--- config.mk ---
export PLATFORM = sky130hd
export DESIGN_NAME = bsfc_core
export DESIGN_NICKNAME = d
export VERILOG_FILES = /design/src/rtl/bsfc_pkg.sv /design/src/rtl/bsfc_core.sv
export SDC_FILE = /design/constraint.sdc
export NUM_CORES = 1
export LEC_CHECK = 0
export ABC_AREA = 1
export BUFFER_PORTS_ARGS = -buffer_cell sky130_fd_sc_hd__buf_4
export CORE_ASPECT_RATIO = 1.75
export CORE_MARGIN = 8
export CORE_UTILIZATION = 55
export CTS_BUF_LIST = sky130_fd_sc_hd__clkbuf_4 sky130_fd_sc_hd__clkbuf_8 sky130_fd_sc_hd__clkbuf_16
export DETAILED_ROUTE_END_ITERATION = 10
export GPL_TIMING_DRIVEN = 0
export PLACE_DENSITY = 0.85
export SETUP_SLACK_MARGIN = 0.3
export SLEW_MARGIN = 40
export SYNTH_ARGS = -nofsm -noshare
export SYNTH_HDL_FRONTEND = slang
export SYNTH_SLANG_ARGS = --single-unit
--- constraint.sdc ---
create_clock -name mclk_i -period 5.75 [get_ports mclk_i]
set_input_delay 0.575 -clock mclk_i [delete_from_list [all_inputs] [get_ports mclk_i]]
set_output_delay 0.575 -clock mclk_i [all_outputs]
set_load 0.05 [all_outputs]
--- src/rtl/bsfc_pkg.sv ---
// constants, types and bus map of the buck switching and fault control core
// Operation
// - eight consecutive cycles with high side held on declare dropout
// - in dropout, force a low-side refresh pulse at switching clock rise; the core fires it at mid-period
// - enable turns rail on; above lockout, start with 5ms soft-start
// - power-ok released only once regulation is reached after start-up
// - enable low: regulator off, both gate commands off
// - after shutdown, wait until output below 1.25V, then soft-start
// - rail drooping to 2.9V: regulator off, both switches off
// - each rising edge on sync input restarts the switching period
// - when sync edges stop, fall back to the internal oscillator
// - sync low: skip; high or clocked: skip in soft-start, then forced
// - limit each cycle; below 0.7V, 16 consecutive limits force restart
// - overcurrent during restart repeats the restart until clear
// - output at 20% of target: stop switching, restart
// - overvoltage 13%: high side off, low side on until back in range
// - rail below lockout: both gates off until it recovers
// - power-ok low in standby, below 90% or above 111%
// - fixed 5V mode takes regulation and power-ok from output sense
// - over 175C stop; resume after 15C cooling and output below 1.25V
// - high side on at each period start; ends on trip, max duty, limit
// - after a current-limit end, low side stays on until next cycle
// - forced mode ignores zero crossing; low side is high side's inverse
// - skip mode turns low side off on zero inductor current
// - neither side turns on until the other is confirmed off
package bsfc_pkg;

    localparam int CLK_MHZ = 200;
    localparam int SS_TIME_MS = 5;
    localparam int SS_CYCLES = SS_TIME_MS * 1000 * CLK_MHZ;
    localparam int HICCUP_CYCLES = 2000;
    localparam int LDO_OFF_CYCLES = 2000;
    localparam logic [3:0] DROP_COUNT = 4'h8;
    localparam logic [4:0] CL_RESTART_COUNT = 5'h10;
    localparam logic [7:0] REFRESH_CYCLES = 8'h14;

    // default period stands for the resistor-set rate, about 468 kHz
    localparam logic [15:0] PERIOD_RST = 16'h01AB;
    localparam logic [15:0] MAX_ON_RST = 16'h01AB;
    localparam logic CTRL_RST = 1'b0;

    localparam logic [3:0] REG_CTRL_OFS = 4'h0;
    localparam logic [3:0] REG_PERIOD_OFS = 4'h4;
    localparam logic [3:0] REG_MAXON_OFS = 4'h8;
    localparam logic [3:0] REG_STATUS_OFS = 4'hC;

    localparam int CTRL_SKIP_BIT = 0;
    localparam int STAT_STATE_LSB = 0;
    localparam int STAT_DROP_BIT = 4;
    localparam int STAT_SYNC_BIT = 5;
    localparam int STAT_FPWM_BIT = 6;
    localparam int STAT_RESTART_BIT = 7;
    localparam int STAT_POK_BIT = 8;
    localparam int STAT_PIN_BIT = 9;

    typedef enum logic [3:0] {
        ST_SHUT,
        ST_WAIT_RAIL,
        ST_WAIT_DECAY,
        ST_SOFT,
        ST_RUN,
        ST_HICCUP,
        ST_THERMAL,
        ST_LDO_OFF
    } bsfc_state_e;

    // output-level comparators, one set per sense path
    typedef struct packed {
        logic above70;
        logic uv90;
        logic ov111;
        logic ov113;
        logic low20;
    } bsfc_sense_s;

    typedef struct packed {
        logic enable;
        logic sync_pin;
        logic fixed5v;
        logic rail_ok;
        logic rail_droop;
        logic out_low_1v25;
        bsfc_sense_s fb;
        bsfc_sense_s osense;
        logic pwm_trip;
        logic cur_lim;
        logic zero_cross;
        logic over_temp;
        logic cooled;
        logic hs_off_sense;
        logic ls_off_sense;
        logic pok_pin;
    } bsfc_cmp_s;

    typedef struct packed {
        logic read;
        logic write;
        logic [3:0] address;
        logic [31:0] writedata;
        logic [3:0] byteenable;
    } bsfc_avs_req_s;

endpackage

--- src/rtl/bsfc_core.sv ---
// buck controller core: sequencing, faults, pwm gate commands, register slave
module bsfc_core
    import bsfc_pkg::*;
#(
    parameter int SOFTSTART_CYCLES = SS_CYCLES,
    parameter int HICCUP_WAIT = HICCUP_CYCLES,
    parameter int LDO_OFF_WAIT = LDO_OFF_CYCLES
) (
    input wire logic mclk_i,
    input wire logic reset_n_i,
    input wire bsfc_cmp_s cmp_i,
    input wire bsfc_avs_req_s avs_req_i,
    output logic [31:0] avs_readdata_o,
    output logic avs_waitrequest_o,
    output logic high_gate_command_o,
    output logic low_gate_command_o,
    output logic rail_enable_o,
    output logic power_ok_output_o,
    output logic power_ok_output_oe_o
);

    typedef struct packed {
        bsfc_cmp_s sync1;
        bsfc_cmp_s sync2;
        logic sync_prev;
        bsfc_state_e fsm;
        logic [31:0] tmr;
        logic restart;
        logic ctrl_skip;
        logic [15:0] period;
        logic [15:0] max_on;
        logic [15:0] osc_cnt;
        logic [16:0] sync_age;
        logic sync_active;
        logic hs_want;
        logic cl_hold;
        logic cl_seen;
        logic zc_off;
        logic [15:0] on_cnt;
        logic [3:0] on_through;
        logic dropout;
        logic [7:0] refresh_cnt;
        logic [4:0] cl_cnt;
        logic ov_hold;
        logic fpwm;
        logic hs;
        logic ls;
        logic ldo_on;
        logic pok;
        logic pok_drv;
        logic wait_n;
        logic [31:0] rdata;
    } bsfc_core_s;

    bsfc_core_s q;
    bsfc_core_s d;
    logic [1:0] rst_sync_q;
    logic rst_n;

    // fixed 5V mode regulates on the output sense path
    function automatic bsfc_sense_s pick_sense(input bsfc_cmp_s c);
        pick_sense = c.fixed5v ? c.osense : c.fb;
    endfunction

    function automatic logic [31:0] merge_be(input logic [31:0] old,
                                             input logic [31:0] wd,
                                             input logic [3:0] be);
        merge_be = old;
        for (int i = 0; i < 4; i++) begin
            if (be[i]) begin
                merge_be[i*8 +: 8] = wd[i*8 +: 8];
            end
        end
    endfunction

    function automatic logic active_state(input bsfc_state_e s);
        active_state = (s == ST_SOFT) || (s == ST_RUN);
    endfunction

    always_ff @(posedge mclk_i or negedge reset_n_i) begin
        if (!reset_n_i) begin
            rst_sync_q <= 2'h0;
        end else begin
            rst_sync_q <= {rst_sync_q[0], 1'b1};
        end
    end
    assign rst_n = rst_sync_q[1];

    always_comb begin
        bsfc_cmp_s c;
        bsfc_sense_s s;
        logic sync_edge;
        logic cyc_start;
        logic mid;
        logic skip;
        logic hs_cmd;
        logic ls_cmd;
        logic [31:0] wr;
        logic [31:0] stat;
        d = q;
        d.sync1 = cmp_i;
        d.sync2 = q.sync1;
        d.sync_prev = q.sync2.sync_pin;
        c = q.sync2;
        s = pick_sense(q.sync2);

        // oscillator: a sync edge restarts the period
        sync_edge = c.sync_pin && !q.sync_prev;
        cyc_start = sync_edge || (q.osc_cnt >= q.period - 16'h0001);
        mid = (q.osc_cnt == {1'b0, q.period[15:1]});
        if (cyc_start) begin
            d.osc_cnt = 16'h0000;
        end else begin
            d.osc_cnt = q.osc_cnt + 16'h0001;
        end
        // without edges for two periods, the internal rate takes over
        if (sync_edge) begin
            d.sync_age = 17'h00000;
            d.sync_active = 1'b1;
        end else if (q.sync_age >= {q.period, 1'b0}) begin
            d.sync_active = 1'b0;
        end else begin
            d.sync_age = q.sync_age + 17'h00001;
        end
        d.fpwm = !q.ctrl_skip && (c.sync_pin || q.sync_active)
                 && (q.fsm == ST_RUN);

        // sequencing
        d.ldo_on = 1'b1;
        case (q.fsm)
            ST_SHUT: begin
                d.ldo_on = 1'b0;
                d.restart = 1'b0;
                if (c.enable) begin
                    d.fsm = ST_WAIT_RAIL;
                end
            end
            ST_WAIT_RAIL: begin
                if (c.rail_ok) begin
                    d.fsm = ST_WAIT_DECAY;
                end
            end
            ST_WAIT_DECAY: begin
                d.tmr = 32'h0;
                if (c.out_low_1v25) begin
                    d.fsm = ST_SOFT;
                end
            end
            ST_SOFT: begin
                d.tmr = q.tmr + 32'h1;
                if (q.tmr >= 32'(SOFTSTART_CYCLES - 1)) begin
                    d.fsm = ST_RUN;
                    d.restart = 1'b0;
                end
            end
            ST_RUN: begin
                if (s.low20) begin
                    d.fsm = ST_HICCUP;
                    d.tmr = 32'h0;
                end
            end
            ST_HICCUP: begin
                d.restart = 1'b1;
                d.tmr = q.tmr + 32'h1;
                if (q.tmr >= 32'(HICCUP_WAIT - 1)) begin
                    d.fsm = ST_WAIT_DECAY;
                end
            end
            ST_THERMAL: begin
                if (c.cooled && c.out_low_1v25) begin
                    d.fsm = ST_SOFT;
                    d.tmr = 32'h0;
                end
            end
            ST_LDO_OFF: begin
                d.ldo_on = 1'b0;
                d.tmr = q.tmr + 32'h1;
                if (q.tmr >= 32'(LDO_OFF_WAIT - 1)) begin
                    d.fsm = ST_WAIT_RAIL;
                end
            end
            default: begin
                d.fsm = ST_SHUT;
            end
        endcase

        // fault overrides, later ones take precedence
        if (active_state(q.fsm)) begin
            if (q.cl_cnt >= CL_RESTART_COUNT
                || (q.fsm == ST_SOFT && q.restart && c.cur_lim)) begin
                d.fsm = ST_HICCUP;
                d.tmr = 32'h0;
            end
        end
        if (q.fsm != ST_SHUT && q.fsm != ST_LDO_OFF) begin
            if (c.over_temp && q.fsm != ST_THERMAL) begin
                d.fsm = ST_THERMAL;
            end
            if (!c.rail_ok && q.fsm != ST_WAIT_RAIL) begin
                d.fsm = ST_WAIT_RAIL;
            end
            if (c.rail_droop) begin
                d.fsm = ST_LDO_OFF;
                d.tmr = 32'h0;
            end
        end
        if (!c.enable) begin
            d.fsm = ST_SHUT;
        end

        // cycle-level pwm
        if (!active_state(q.fsm)) begin
            d.hs_want = 1'b0;
            d.cl_hold = 1'b0;
            d.cl_seen = 1'b0;
            d.zc_off = 1'b0;
            d.on_through = 4'h0;
            d.dropout = 1'b0;
            d.refresh_cnt = 8'h00;
            d.cl_cnt = 5'h00;
            d.ov_hold = 1'b0;
        end else begin
            if (cyc_start) begin
                // still on at the boundary means a full cycle on
                if (q.hs_want) begin
                    if (q.on_through < DROP_COUNT) begin
                        d.on_through = q.on_through + 4'h1;
                    end
                    if (q.on_through >= DROP_COUNT - 4'h1) begin
                        d.dropout = 1'b1;
                    end
                end else begin
                    d.on_through = 4'h0;
                    d.dropout = 1'b0;
                end
                if (q.cl_seen && !s.above70) begin
                    d.cl_cnt = q.cl_cnt + 5'h01;
                end else begin
                    d.cl_cnt = 5'h00;
                end
                d.hs_want = !q.ov_hold;
                d.on_cnt = 16'h0000;
                d.cl_hold = 1'b0;
                d.cl_seen = 1'b0;
                d.zc_off = 1'b0;
            end else if (q.hs_want) begin
                d.on_cnt = q.on_cnt + 16'h0001;
                if (c.cur_lim) begin
                    d.hs_want = 1'b0;
                    d.cl_hold = 1'b1;
                    d.cl_seen = 1'b1;
                end else if (c.pwm_trip
                             || q.on_cnt >= q.max_on - 16'h0001) begin
                    d.hs_want = 1'b0;
                end
            end
            // refresh pulse at mid-period while in dropout
            if (q.dropout && mid) begin
                d.refresh_cnt = REFRESH_CYCLES;
            end else if (q.refresh_cnt != 8'h00) begin
                d.refresh_cnt = q.refresh_cnt - 8'h01;
            end
            if (!q.hs_want && c.zero_cross) begin
                d.zc_off = 1'b1;
            end
            if (s.ov113) begin
                d.ov_hold = 1'b1;
                d.hs_want = 1'b0;
            end else if (q.ov_hold && !s.uv90 && !s.ov111) begin
                d.ov_hold = 1'b0;
            end
        end

        // skip during soft-start, forced mode only once running
        skip = !q.fpwm;
        hs_cmd = q.hs_want && (q.refresh_cnt == 8'h00) && !q.ov_hold;
        ls_cmd = active_state(q.fsm) && !hs_cmd
                 && (q.ov_hold || q.refresh_cnt != 8'h00 || q.cl_hold
                     || !skip || !q.zc_off);
        // turning off is immediate; turning on waits for the other side
        d.hs = hs_cmd && !q.ls && c.ls_off_sense;
        d.ls = ls_cmd && !q.hs && c.hs_off_sense;
        if (!active_state(q.fsm) || !c.rail_ok || c.rail_droop) begin
            d.hs = 1'b0;
            d.ls = 1'b0;
        end

        d.pok = (q.fsm == ST_RUN) && !s.uv90 && !s.ov111;
        d.pok_drv = 1'b0;

        // register slave: one wait cycle, then the access completes
        stat = 32'h0;
        stat[STAT_STATE_LSB +: 4] = q.fsm;
        stat[STAT_DROP_BIT] = q.dropout;
        stat[STAT_SYNC_BIT] = q.sync_active;
        stat[STAT_FPWM_BIT] = q.fpwm;
        stat[STAT_RESTART_BIT] = q.restart;
        stat[STAT_POK_BIT] = q.pok;
        stat[STAT_PIN_BIT] = c.pok_pin;
        d.wait_n = 1'b0;
        if ((avs_req_i.read || avs_req_i.write) && !q.wait_n) begin
            d.wait_n = 1'b1;
            case (avs_req_i.address)
                REG_CTRL_OFS: d.rdata = {31'h0, q.ctrl_skip};
                REG_PERIOD_OFS: d.rdata = {16'h0, q.period};
                REG_MAXON_OFS: d.rdata = {16'h0, q.max_on};
                REG_STATUS_OFS: d.rdata = stat;
                default: d.rdata = 32'h0;
            endcase
        end
        if (avs_req_i.write && q.wait_n) begin
            case (avs_req_i.address)
                REG_CTRL_OFS: begin
                    wr = merge_be({31'h0, q.ctrl_skip},
                                  avs_req_i.writedata,
                                  avs_req_i.byteenable);
                    d.ctrl_skip = wr[CTRL_SKIP_BIT];
                end
                REG_PERIOD_OFS: begin
                    wr = merge_be({16'h0, q.period}, avs_req_i.writedata,
                                  avs_req_i.byteenable);
                    d.period = wr[15:0];
                end
                REG_MAXON_OFS: begin
                    wr = merge_be({16'h0, q.max_on}, avs_req_i.writedata,
                                  avs_req_i.byteenable);
                    d.max_on = wr[15:0];
                end
                default: wr = 32'h0;
            endcase
        end else begin
            wr = 32'h0;
        end
    end

    always_ff @(posedge mclk_i or negedge rst_n) begin
        if (!rst_n) begin
            q <= '0;
            q.fsm <= ST_SHUT;
            q.ctrl_skip <= CTRL_RST;
            q.period <= PERIOD_RST;
            q.max_on <= MAX_ON_RST;
        end else begin
            q <= d;
        end
    end

    assign avs_readdata_o = q.rdata;
    assign avs_waitrequest_o = !q.wait_n;
    assign high_gate_command_o = q.hs;
    assign low_gate_command_o = q.ls;
    assign rail_enable_o = q.ldo_on;
    assign power_ok_output_o = q.pok_drv;
    // open drain: drive low whenever power is not good
    assign power_ok_output_oe_o = !q.pok;

endmodule

=== Yosys cells after proc, flatten, opt, wreduce, memory -nomap -nowiden ===
Index checks and enable logic that the tools add are counted.
W data, S select, Z words.

* Bits in latches: 0
* Register bits after elaboration: 232
* Output and inout bits: 38
* Memory bits (read-only): 0
* Memories kept: 0
* Input port bits: 68
* Memory bits (writable): 0

* Eq/ne operators: 24
* $add $sub $neg: 9
* $lt $le $gt $ge: 8
* Shift-type cells: 0
* Bitwise logic cells: 0
* $mul: 0
* Reductions and logical operators: 73
* Div/mod/pow operators: 0
* Multiplexer cells: 50

{| class="wikitable"
|+ Operators by type and width
! kind !! number
|-
| $mux W36 || 6
|-
| $pmux W32 S4 || 1
|-
| $pmux W16 S4 || 1
|-
| $mux W16 || 3
|-
| $mux W4 || 11
|-
| $mux W33 || 1
|-
| $add A16 B1 Y16 const B || 2
|-
| $add A32 B1 Y32 const B || 1
|-
| $ge A16 B16 Y1 || 2
|-
| $ge A32 B11 Y1 const B || 1
|-
| $ge A32 B20 Y1 const B || 1
|-
| $pmux W4 S8 || 1
|-
| $sub A16 B1 Y16 const B || 2
|-
| $logic_and A1 B1 Y1 || 26
|-
| $mux W5 || 5
|-
| $eq A4 B3 Y1 const B || 5
|-
| $mux W19 || 1
|-
| $mux W18 || 1
|-
| $ne A3 B3 Y1 const B || 6
|-
| $add A17 B1 Y17 const B || 1
|-
| $ge A17 B17 Y1 || 1
|-
| $mux W17 || 1
|-
| $eq A16 B15 Y1 || 1
|-
| $mux W8 || 2
|-
| 29 further kinds || 81
|}

=== Logic depth before layout (Yosys ltp) ===
Gate-level depths: netlist of run 1.

* Depth in word-level cells: 11
* Gate-level depth with buffers: 21

=== Worst setup path before layout of run 1 ===
Ideal clock, no wire load.

* Kind: register to register
* From: register q[128] (netlist bit)
* To: register q[68] (netlist bit)
* Setup slack: 2.884 ns
* Setup time: 0.121 ns
* Clock period less this slack: 2.866 ns
* Arrival: 2.745 ns
* Stages on the path, launching flop included: 20
* Cell sequence: dfstp_2 -> inv_1 -> ha_1 -> inv_1 -> nor2_1 -> inv_1 -> nor2_1 -> nand4_1 -> nor2_1 -> xor2_1 -> inv_1 -> ha_1 -> nand2_1 -> nor3_1 -> nand3_1 -> nand4_2 -> nand2_1 -> inv_2 -> buf_2 -> nor2_1

* Longest elaborated chain between the ends: 5
* Elaborated cells between the ends (all ways): 6
* Those cells by class: add/sub (1); order compare (1); mux (1); reduce/logical (3)

{| class="wikitable"
|+ Ends and longest elaborated chain
! what !! line !! RTL
|-
| start: declaration || bsfc_core.sv:55 || <nowiki>bsfc_core_s q;</nowiki>
|-
| $sub A16 B1 Y16 * || bsfc_core.sv:109 || <nowiki>cyc_start = sync_edge || (q.osc_cnt >= q.period - 16'h0001);</nowiki>
|-
| $ge A16 B16 Y1 * || bsfc_core.sv:109 ||
|-
| $logic_or A1 B1 Y1 * || bsfc_core.sv:109 ||
|-
| $reduce_bool A2 Y1 (no source line) || -- ||
|-
| $reduce_and A2 Y1 (no source line) || -- ||
|}

Mark *: on every way between the ends. The rest lies on a longest branch, timed or not.
A chain may end at the register's enable or synchronous reset.

=== Final worst setup path of run 1 ===
* From: register q[128] (netlist bit)
* To: register q[73] (netlist bit)

Same word-level chain as after synthesis.

==> impl_metrics.yaml, run 1 <==
status:
  status: "finished, final reports clean"
cts:
  cts_buffers: 21
  clockRootBuffer: "clkbuf_16"
  post-cts-setup-buffers: 0
  cts_max_level: 1
  cts_tree: "built"
  cts.sinks: 215
  cts_max_path_buffers: 3
  clk-insertion-delay-late_ns: 0.53
  ctsResizeCount: 0
  clk_pin_slew_ns: 0.07
placement:
  gp_congestion: 0.989
  port_buffers: 70
  dpl.hpwl_um: 27200
die:
  initial_core_util: 0.554
  die_w_um: 131
  dieArea_um2: 28700
  die_y_um: 218
  num_io_pins: 106
  core_um2: 23100
  std_cell_rows: 74
setup_path:
  critPathRequiredTime_ns: 6.15
  crit_type: "reg -> reg"
  regToRegEndpoint: "q[73]"
  reg2reg_depth: 19
  worst-r2r-setup-slack_ns: 1.86
  r2r_start: "q[128]"
  cp.arrival_ns: 4.29
  crit_fanout: 10
  cp-end-kind: "flip-flop"
  start_kind: "flip-flop"
detailed_routing:
  wirelength_um: 35200
  first_pass_iters: 6
  ant_nets: 0
  drt_iter0_drc: 661
  vias: 11400
  route.detailed.drc: 0
  post_drt_wl_per_cell_um: 17.0
  viasPerCell: 5.49
timing:
  finalSetupTns_ns: 0
  worstMarginPinSlew_ns: 0.603
  setup_violations: 0
  clock_skew_ns: 0.0155
  relSlewSlack: 0.595
  finalCritPeriodShare: 0.677
  hold_viol: 0
  min_period_ns: 3.89
  rsz0062_at_grt: "no"
  drv_slew: 0
  fmax_mhz: 257
global_route:
  antenna_found_initial: 0
  grt_pass1_wl_um: 57200
  grt-ovfl-total: 0
  grt_pass1_vias: 11600
  grt_max_degree: 43
  grt_usage: 0.245
pwr:
  internal-power_mw: 2.85
  power.density_nw_per_um2: 298
  power_mw: 4.36
  p_comb_frac: 0.259
  power_frac_clock: 0.333
  vdd_drop_max_uv: 260
  p_seq_frac: 0.408
  p_leak_nw: 7.28
  p_switching_mw: 1.51
  p_sw_frac: 0.346
finish:
  final_core_util: 0.632
  layout-drive-gt1-share: 0.147
  area_growth_pct: 14.0
  diodes: 0
  num-nets-final: 1878
synthesis:
  ys_ff_latch: 215
  yosys_warnings: 0
  syn_area_um2: 12800
  postSynth.asyncResetShare: 1.00
  synth_area_per_cell_um2: 7.84
  synth.distinct_cells: 60
  synth_edf_count: 0
  synthCells: 1636
  ys_seq_area_frac: 0.420
  synth_flop_cell: "dfrtp_1"
min_path:
  hold_path_class: "in -> reg"
  worstHoldEndpoint: "d[205]"
  holdPathStages: 1
  holdCritStartpoint: "cmp_i[22]"
job:
  cap_violations: 0
-- registers in the layout, summed over array words and instances, names as in the netlist --
name,cells
q,169
d,25
avs_readdata_o,16
rst_sync_q,2
high_gate_command_o,1
low_gate_command_o,1
rail_enable_o,1
-- kinds of logic after synthesis --
kind of cell | Yosys count | share of synthesized area
and+or+nand+nor | 822 | 0.295
buffers and inverters | 267 | 0.0943
DFF | 215 | 0.420
AOI/OAI and AO/OA | 211 | 0.0912
xor gates and xnor gates | 61 | 0.0416
adders and majority gates | 58 | 0.0566
other | 2 | 0.000585
-- critical path: stages, from the launching register on --
cell	delay, ns
dfstp_2	0.39
inv_1	0.17
ha_1	0.23
inv_1	0.05
nor2_1	0.27
inv_1	0.10
nor2_1	0.34
nand4_1	0.13
nor2_1	0.14
xor2_1	0.17
inv_1	0.06
ha_1	0.27
nand2_1	0.07
nor3_1	0.32
nand3_1	0.14
nand4_2	0.25
nand2_1	0.16
inv_2	0.16
buf_2	0.25
nor2_1	0.08
-- area by class of cell --
class                           count  area [um^2]
Multi-Input combinational cell   1171         6290
Tap cell                          304          380
Buffer                             66          445
Sequential cell                   215         5400
Clock buffer                       24          554
Timing Repair Buffer               76          636
Clock inverter                     14          160
Inverter                          201          764
Fill cell                        2013         8520
-- metal layers --
metal  vias up  GRT usage  wire (um)
met5         -          0          0
met4         0      0.167       2360
met3       143     0.0330       1390
met2       329      0.472      19000
met1      5392      0.236      12500
li1       5515          -          -
-- cell usage after synthesis, types with 5 or more instances --
| cell | count | area [um^2] |
|---|---|---|
| a21oi_1 | 87 | 435 |
| nor2_2 | 8 | 50.1 |
| buf_4 | 38 | 285 |
| o21ai_1 | 6 | 30.0 |
| nand3b_1 | 6 | 45.0 |
| xor2_1 | 51 | 447 |
| nor3_2 | 7 | 70.1 |
| buf_2 | 13 | 65.1 |
| o21bai_1 | 6 | 45.0 |
| dfstp_2 | 12 | 315 |
| xnor2_1 | 10 | 87.6 |
| o21ai_0 | 80 | 400 |
| nand2_1 | 374 | 1400 |
| nor2_1 | 175 | 657 |
| inv_1 | 186 | 698 |
| clkbuf_1 | 8 | 30.0 |
| nor2_4 | 5 | 56.3 |
| buf_6 | 5 | 56.3 |
| ha_1 | 58 | 726 |
| nand4_1 | 40 | 250 |
| or2_2 | 13 | 81.3 |
| nor3b_1 | 5 | 37.5 |
| nand2_4 | 8 | 90.1 |
| nor4_1 | 8 | 50.1 |
| nor3_1 | 46 | 230 |
| dfrtp_1 | 203 | 5080 |
| nand3_1 | 108 | 541 |
| inv_2 | 11 | 41.3 |
| o22ai_1 | 11 | 68.8 |
-- per-stage QoR --
stage / worst slack, ns / area (um^2) / hold slack (ns) / instances
after CTS: 1.95 / 14600 / 0.138 / 2071
after floorplan: 2.22 / 12900 / 0.279 / 1653
final: 1.86 / 14600 / 0.151 / 2071
after global routing: 1.58 / 14600 / 0.144 / 2071
after detailed placement: 1.97 / 13900 / 0.236 / 2032
after global placement: 0.924 / 13800 / 0.332 / 2027
-- power groups by stage --
stage / Combinational, mW / Clock (mW) / Sequential, mW
floorplan: 0.812 / 0 / 1.78
global placement: 1.03 / 0 / 1.82
detailed placement: 1.11 / 0 / 1.80
CTS: 1.13 / 1.47 / 1.77
global route: 1.28 / 1.52 / 1.79
finish: 1.13 / 1.45 / 1.78
-- cells in the final DEF, fill, tap and decap left out, drive strengths merged, types with 2 or more instances in the layout --
cell type and instances:
nor3b 5, o21bai 6, dfstp 12, nand3 112, nand4 42, clkinvlp 3, a211oi 4, or2 13
nand2 386, o21ai 87, nand3b 6, clkinv 3, nor3 56, conb 19, xor2 51, bufinv 2
inv 207, dfrtp 203, buf 132, o22ai 11, clkbuf 33, xnor2 10, nor2 189, a21oi 88
and3 2, o21a 3, ha 58, nor4 11
-- timing repair --
item | CTS | global route
hold endpoints to repair | 2 | 0
endpoints found under the setup margin | 0 | 0
hold buffers | 1 | 0
-- how the worst max path moves through the flow --
stage / start / endpoint / slack, ns / depth (start not counted)
final: q[128] / q[73] / 1.86 / 19
after detailed placement: q[128] / q[72] / 1.97 / 19
after global placement: rst_sync_q[1] / q[106] / 0.92 / 0
after global routing: q[128] / q[72] / 1.58 / 20
after CTS: q[128] / q[72] / 1.95 / 19
after floorplan: rst_sync_q[1] / avs_readdata_o[0] / 2.22 / 0
(Power assumes the default switching activity.)
==> run 2, diff against run 1 <==
ABC_AREA = 0   (was 1)
CORE_UTILIZATION = 54   (was 55)
PLACE_DENSITY = 0.84   (was 0.85)
clock period = 3.29 ns   (was 5.75 ns; I/O delays follow)
==> impl_metrics.yaml, run 2 <==
status:
  status: "complete, but fails checks"
  violations: "setup timing"
min_path:
  worstHoldEndpoint: "q[140]"
  hold_path_class: "in -> reg"
  holdCritStartpoint: "avs_req_i[16]"
  holdPathStages: 3
setup_path:
  r2r_start: "q[129]"
  critPathRequiredTime_ns: 3.72
  worst-r2r-setup-slack_ns: -0.32
  cp.arrival_ns: 4.04
  reg2reg_depth: 14
  cp-end-kind: "flip-flop"
  crit_fanout: 10
  regToRegEndpoint: "q[57]"
  start_kind: "flip-flop"
  crit_type: "reg -> reg"
pwr:
  power.density_nw_per_um2: 492
  vdd_drop_max_uv: 479
  p_leak_nw: 6.52
  power_mw: 7.27
cts:
  clk-insertion-delay-late_ns: 0.52
  cts_max_path_buffers: 3
  cts_buffers: 22
  cts_max_level: 1
  clockRootBuffer: "clkbuf_16"
  cts_tree: "built"
  clk_pin_slew_ns: 0.07
  cts.sinks: 215
synthesis:
  synth_top_cell_by_area: "dfrtp_1"
  synth_flop_cell: "dfrtp_1"
  yosysMostFrequentCell: "dfrtp_1"
  ys_seq_area_frac: 0.457
  yosys_warnings: 0
  postSynth.asyncResetShare: 1.00
  synth_edf_count: 0
  synthCells: 1231
  synth_area_leaders: "dfrtp_1 (43%), ha_1 (6.1%), nand2_1 (3.6%), o21ai_0 (3.5%), nor2_1 (3.1%)"
  synth_area_per_cell_um2: 9.59
  ys_ff_latch: 215
  synth.distinct_cells: 71
  syn_area_um2: 11800
  synth_top_area_frac: 0.430
  synthTopCellsByCount: "dfrtp_1 (203), nand2_1 (114), nor2_1 (96), o21ai_0 (82), a21oi_1 (67)"
detailed_routing:
  viasPerCell: 6.51
  ant_nets: 0
  first_pass_iters: 8
  route.detailed.drc: 0
  post_drt_wl_per_cell_um: 23.0
  vias: 11200
  wirelength_um: 39600
  drt_iter0_drc: 1036
timing:
  whs_ns: 0.0409
  drv_slew: 0
  finalSetupTns_ns: -2.45
  setup_ws_ns: -0.323
  worstMarginPinSlew_ns: 0.874
  finalCritPeriodShare: 1.10
  fmax_mhz: 277
  setup_violations: 40
  hold_viol: 0
  clock_skew_ns: 0.0134
  min_period_ns: 3.61
  rsz0062_at_grt: "yes"
  relSlewSlack: 0.401
finish:
  stdcell_area_um2: 14800
  layout-drive-gt1-share: 0.233
  layout_common_cells: "dfrtp_1 (197), buf_4 (139), nand2_1 (110), nor2_1 (83), o21ai_0 (77)"
  final_core_util: 0.687
  largest_reg_flops: 169
  final_common_cell: "dfrtp_1"
  num-nets-final: 1537
  fin_cells: 1720
  area_growth_pct: 25.2
  top_register: "q"
die:
  std_cell_rows: 71
  die_y_um: 212
  dieArea_um2: 27000
  num_io_pins: 106
  die_w_um: 128
  initial_core_util: 0.549
  core_um2: 21500
placement:
  dpl.hpwl_um: 25100
  gp_congestion: 0.939
  detailed_place.area_um2: 13000
  placedCellCount: 1615
  dp_slack_ns: -0.466
  port_buffers: 70
job:
  cap_violations: 0
global_route:
  grt_max_degree: 46
  grt_pass1_vias: 11200
  grt-ovfl-total: 0
  grt_usage: 0.267
  antenna_found_initial: 2
  grt_pass1_wl_um: 57300
run 2: changes by cell type after synthesis, moves of 17 or more:
cell and change:
inv_1 -148, a22oi_1 +20, nand3_1 -65, xor2_1 -23, clkbuf_1 +32, nor2_1 -79
nand2_1 -260, mux2_2 +29, o31ai_1 +17, xnor2_1 +29, and3_1 +18, a21oi_1 -20
run 2: final cells by class:
type	instances	area (um^2)
clock buffer	31	667
fill	1469	6720
sequential	215	5410
antenna	1	2.50
clock inverter	9	90.1
timing repair buffer	139	1230
inverter	38	158
tap	292	365
multi-input combinational	909	6290
buffer	86	566
run 2: power breakdown:
part           leakage, nW  switching (mW)  internal, mW
sequential            2.76           0.281          2.84
clock                0.366            1.11          1.51
combinational         3.39           0.919         0.609
run 2: worst max-delay path: stages (launching register included):
cell	delay [ns]
dfstp_2	0.40
inv_2	0.09
ha_4	0.15
nand2_4	0.05
or3_4	0.40
nand2b_4	0.17
buf_4	0.14
nor2_1	0.35
xnor2_1	0.14
ha_1	0.29
nand4_1	0.20
a21oi_4	0.23
clkbuf_4	0.27
o2111ai_1	0.37
a2bb2oi_1	0.26
run 2: worst max path at each step:
stage | startpoint | end | slack [ns]
floorplan | q[129] | q[77] | 0.27
global placement | q[130] | q[73] | -0.34
detailed placement | q[130] | q[71] | -0.47
CTS | q[128] | q[77] | 0.27
global route | q[129] | q[57] | -0.37
finish | q[129] | q[57] | -0.32
run 2: what timing repair did:
item | in CTS | in global routing
endpoints found under the hold margin | 26 | 0
gates resized for setup | 52 | 65
buffers inserted | 15 | 20
cloned | 0 | 4
pin swaps | 20 | 27
hold buffers | 25 | 0
setup endpoints to repair | 62 | 62
run 2: layer usage:
metal / vias to the layer above / track usage / routed length (um)
met4: 0 / 0.212 / 3910
met5: - / 0 / 0
met2: 706 / 0.501 / 20600
li1: 4787 / - / -
met3: 323 / 0.0504 / 3100
met1: 5373 / 0.245 / 12000
run 2: cells by family (layout without fill, tap and decap cells):
| kind of cell | count (synthesis) | count (layout) | share of synthesized area |
|---|---|---|---|
| muxes | 35 | 35 | 0.0338 |
| and+or+nand+nor | 446 | 446 | 0.192 |
| buffers and inverters | 124 | 303 | 0.0513 |
| other | 2 | 20 | 0.000636 |
| adders and majority gates | 58 | 58 | 0.0615 |
| DFF | 215 | 215 | 0.457 |
| xor gates and xnor gates | 67 | 67 | 0.0497 |
| AOI/OAI and AO/OA | 284 | 284 | 0.154 |
==> run 3, diff against run 2 <==
CORE_UTILIZATION = 50   (was 54)
PLACE_DENSITY = 0.8   (was 0.84)
==> impl_metrics.yaml, run 3 (same netlist as run 2, synthesis figures left out) <==
placement:
  port_buffers: 70
  placedCellCount: 1627
  dpl.hpwl_um: 25400
  gp_congestion: 0.937
job:
  cap_violations: 0
setup_path:
  worst-r2r-setup-slack_ns: -0.05
  reg2reg_depth: 14
  cp.arrival_ns: 3.72
  crit_start: "q[128]"
  crit_fanout: 5
  critPathRequiredTime_ns: 3.67
  crit_type: "reg -> reg"
  regToRegEndpoint: "q[77]"
  cp-end-kind: "flip-flop"
  cp-endpoint: "q[77]"
  r2r_start: "q[128]"
  start_kind: "flip-flop"
timing:
  clock_skew_ns: 0.0103
  setup_violations: 2
  min_period_ns: 3.34
  fmax_mhz: 299
  rsz0062_at_grt: "yes"
  drv_slew: 0
  finalCritPeriodShare: 1.02
  relSlewSlack: 0.222
  setup_ws_ns: -0.0518
  hold_viol: 0
  finalSetupTns_ns: -0.0726
  worstMarginPinSlew_ns: 1.17
  whs_ns: 0.0406
die:
  num_io_pins: 106
  dieArea_um2: 29000
  std_cell_rows: 74
  die_y_um: 219
  initial_core_util: 0.508
  core_um2: 23200
  die_w_um: 132
global_route:
  grt_pass1_vias: 11100
  grt_max_degree: 44
  antenna_found_initial: 1
  grt_usage: 0.247
  grt-ovfl-total: 0
  grt_pass1_wl_um: 56900
finish:
  fin_cells: 1723
  final_core_util: 0.642
  final_common_cell: "dfrtp_1"
  area_growth_pct: 26.4
  ff_latch_area_um2: 5410
  multiInputGateArea_um2: 6480
  largest_reg_flops: 169
  fill_cells: 1707
  layout_common_cells: "dfrtp_1 (197), buf_4 (132), nand2_1 (111), nor2_1 (79), o21ai_0 (79)"
  top_register: "q"
  layout-drive-gt1-share: 0.240
  num-nets-final: 1530
pwr:
  power_mw: 7.28
  p_leak_nw: 6.49
  power.density_nw_per_um2: 488
  vdd_drop_max_uv: 536
detailed_routing:
  post_drt_wl_per_cell_um: 22.3
  vias: 10700
  ant_nets: 0
  viasPerCell: 6.22
  route.detailed.drc: 0
  drt_iter0_drc: 791
  first_pass_iters: 6
  wirelength_um: 38500
cts:
  cts_max_path_buffers: 3
  cts_max_level: 1
  clk-insertion-delay-late_ns: 0.51
  cts_tree: "built"
  clockRootBuffer: "clkbuf_16"
  cts_buffers: 22
  cts.sinks: 215
  clk_pin_slew_ns: 0.06
status:
  status: "complete, but fails checks"
  violations: "setup timing"
min_path:
  hold_path_class: "in -> reg"
## run 3: worst min path at each step
stage,slack (ns),to,depth (start not counted),start
5_1_grt,0.04,q[142],3,avs_req_i[18]
3_3_place_gp,0.11,rst_sync_q[0],1,reset_n_i
2_1_floorplan,0.03,rst_sync_q[0],0,reset_n_i
4_1_cts,0.04,q[137],3,avs_req_i[13]
6_report,0.04,q[142],3,avs_req_i[18]
3_5_place_dp,0.11,rst_sync_q[0],1,reset_n_i
## run 3: area by class of cell
class,count,share of cell area
Antenna cell,1,0.000168
Tap cell,304,0.0255
Buffer,85,0.0378
Clock buffer,28,0.0428
Timing Repair Buffer,133,0.0782
Sequential cell,215,0.362
Clock inverter,10,0.00889
Inverter,38,0.00990
Multi-Input combinational cell,909,0.434
## run 3: through the flow
| step | setup slack (ns) | cell area [um^2] |
|---|---|---|
| final | -0.0518 | 14900 |
| after global routing | -0.189 | 14900 |
| after CTS | 0.221 | 14500 |
| after detailed placement | -0.391 | 13000 |
| after global placement | -0.373 | 12900 |
| after floorplan | 0.272 | 12000 |
## run 3: what timing repair did
action / CTS / global route
pin swaps: 30 / 28
gates resized for setup: 67 / 76
hold endpoints to repair: 26 / 0
setup endpoints to repair: 62 / 64
hold buffers: 25 / 0
gates cloned: 2 / 2
buffers inserted: 25 / 4
## run 3: layer usage
layer | part of all wire | routed length, um | vias to the layer above | global-route usage
li1 | - | - | 4742 | -
met1 | 0.32 | 12200 | 5244 | 0.224
met2 | 0.54 | 20600 | 511 | 0.473
met3 | 0.061 | 2330 | 215 | 0.0453
met4 | 0.086 | 3320 | 0 | 0.190
met5 | 0 | 0 | - | 0
## run 3: critical path: stages, from the launching register on
cell and delay [ns]:
dfstp_2 0.41, inv_4 0.09, ha_4 0.14, nand2_2 0.05, or3_4 0.41, nor4_4 0.21, xnor2_1 0.13, ha_1 0.36
nand3_4 0.10, a211oi_4 0.21, o41ai_4 0.15, a21oi_4 0.22, nand2b_4 0.20, clkbuf_16 0.18, mux2_4 0.34
## run 3: power by group
part	internal, mW	total, mW	leakage [nW]	switching, mW
logic	0.592	1.48	3.33	0.892
clock network	1.61	2.66	0.388	1.05
registers	2.84	3.14	2.76	0.297
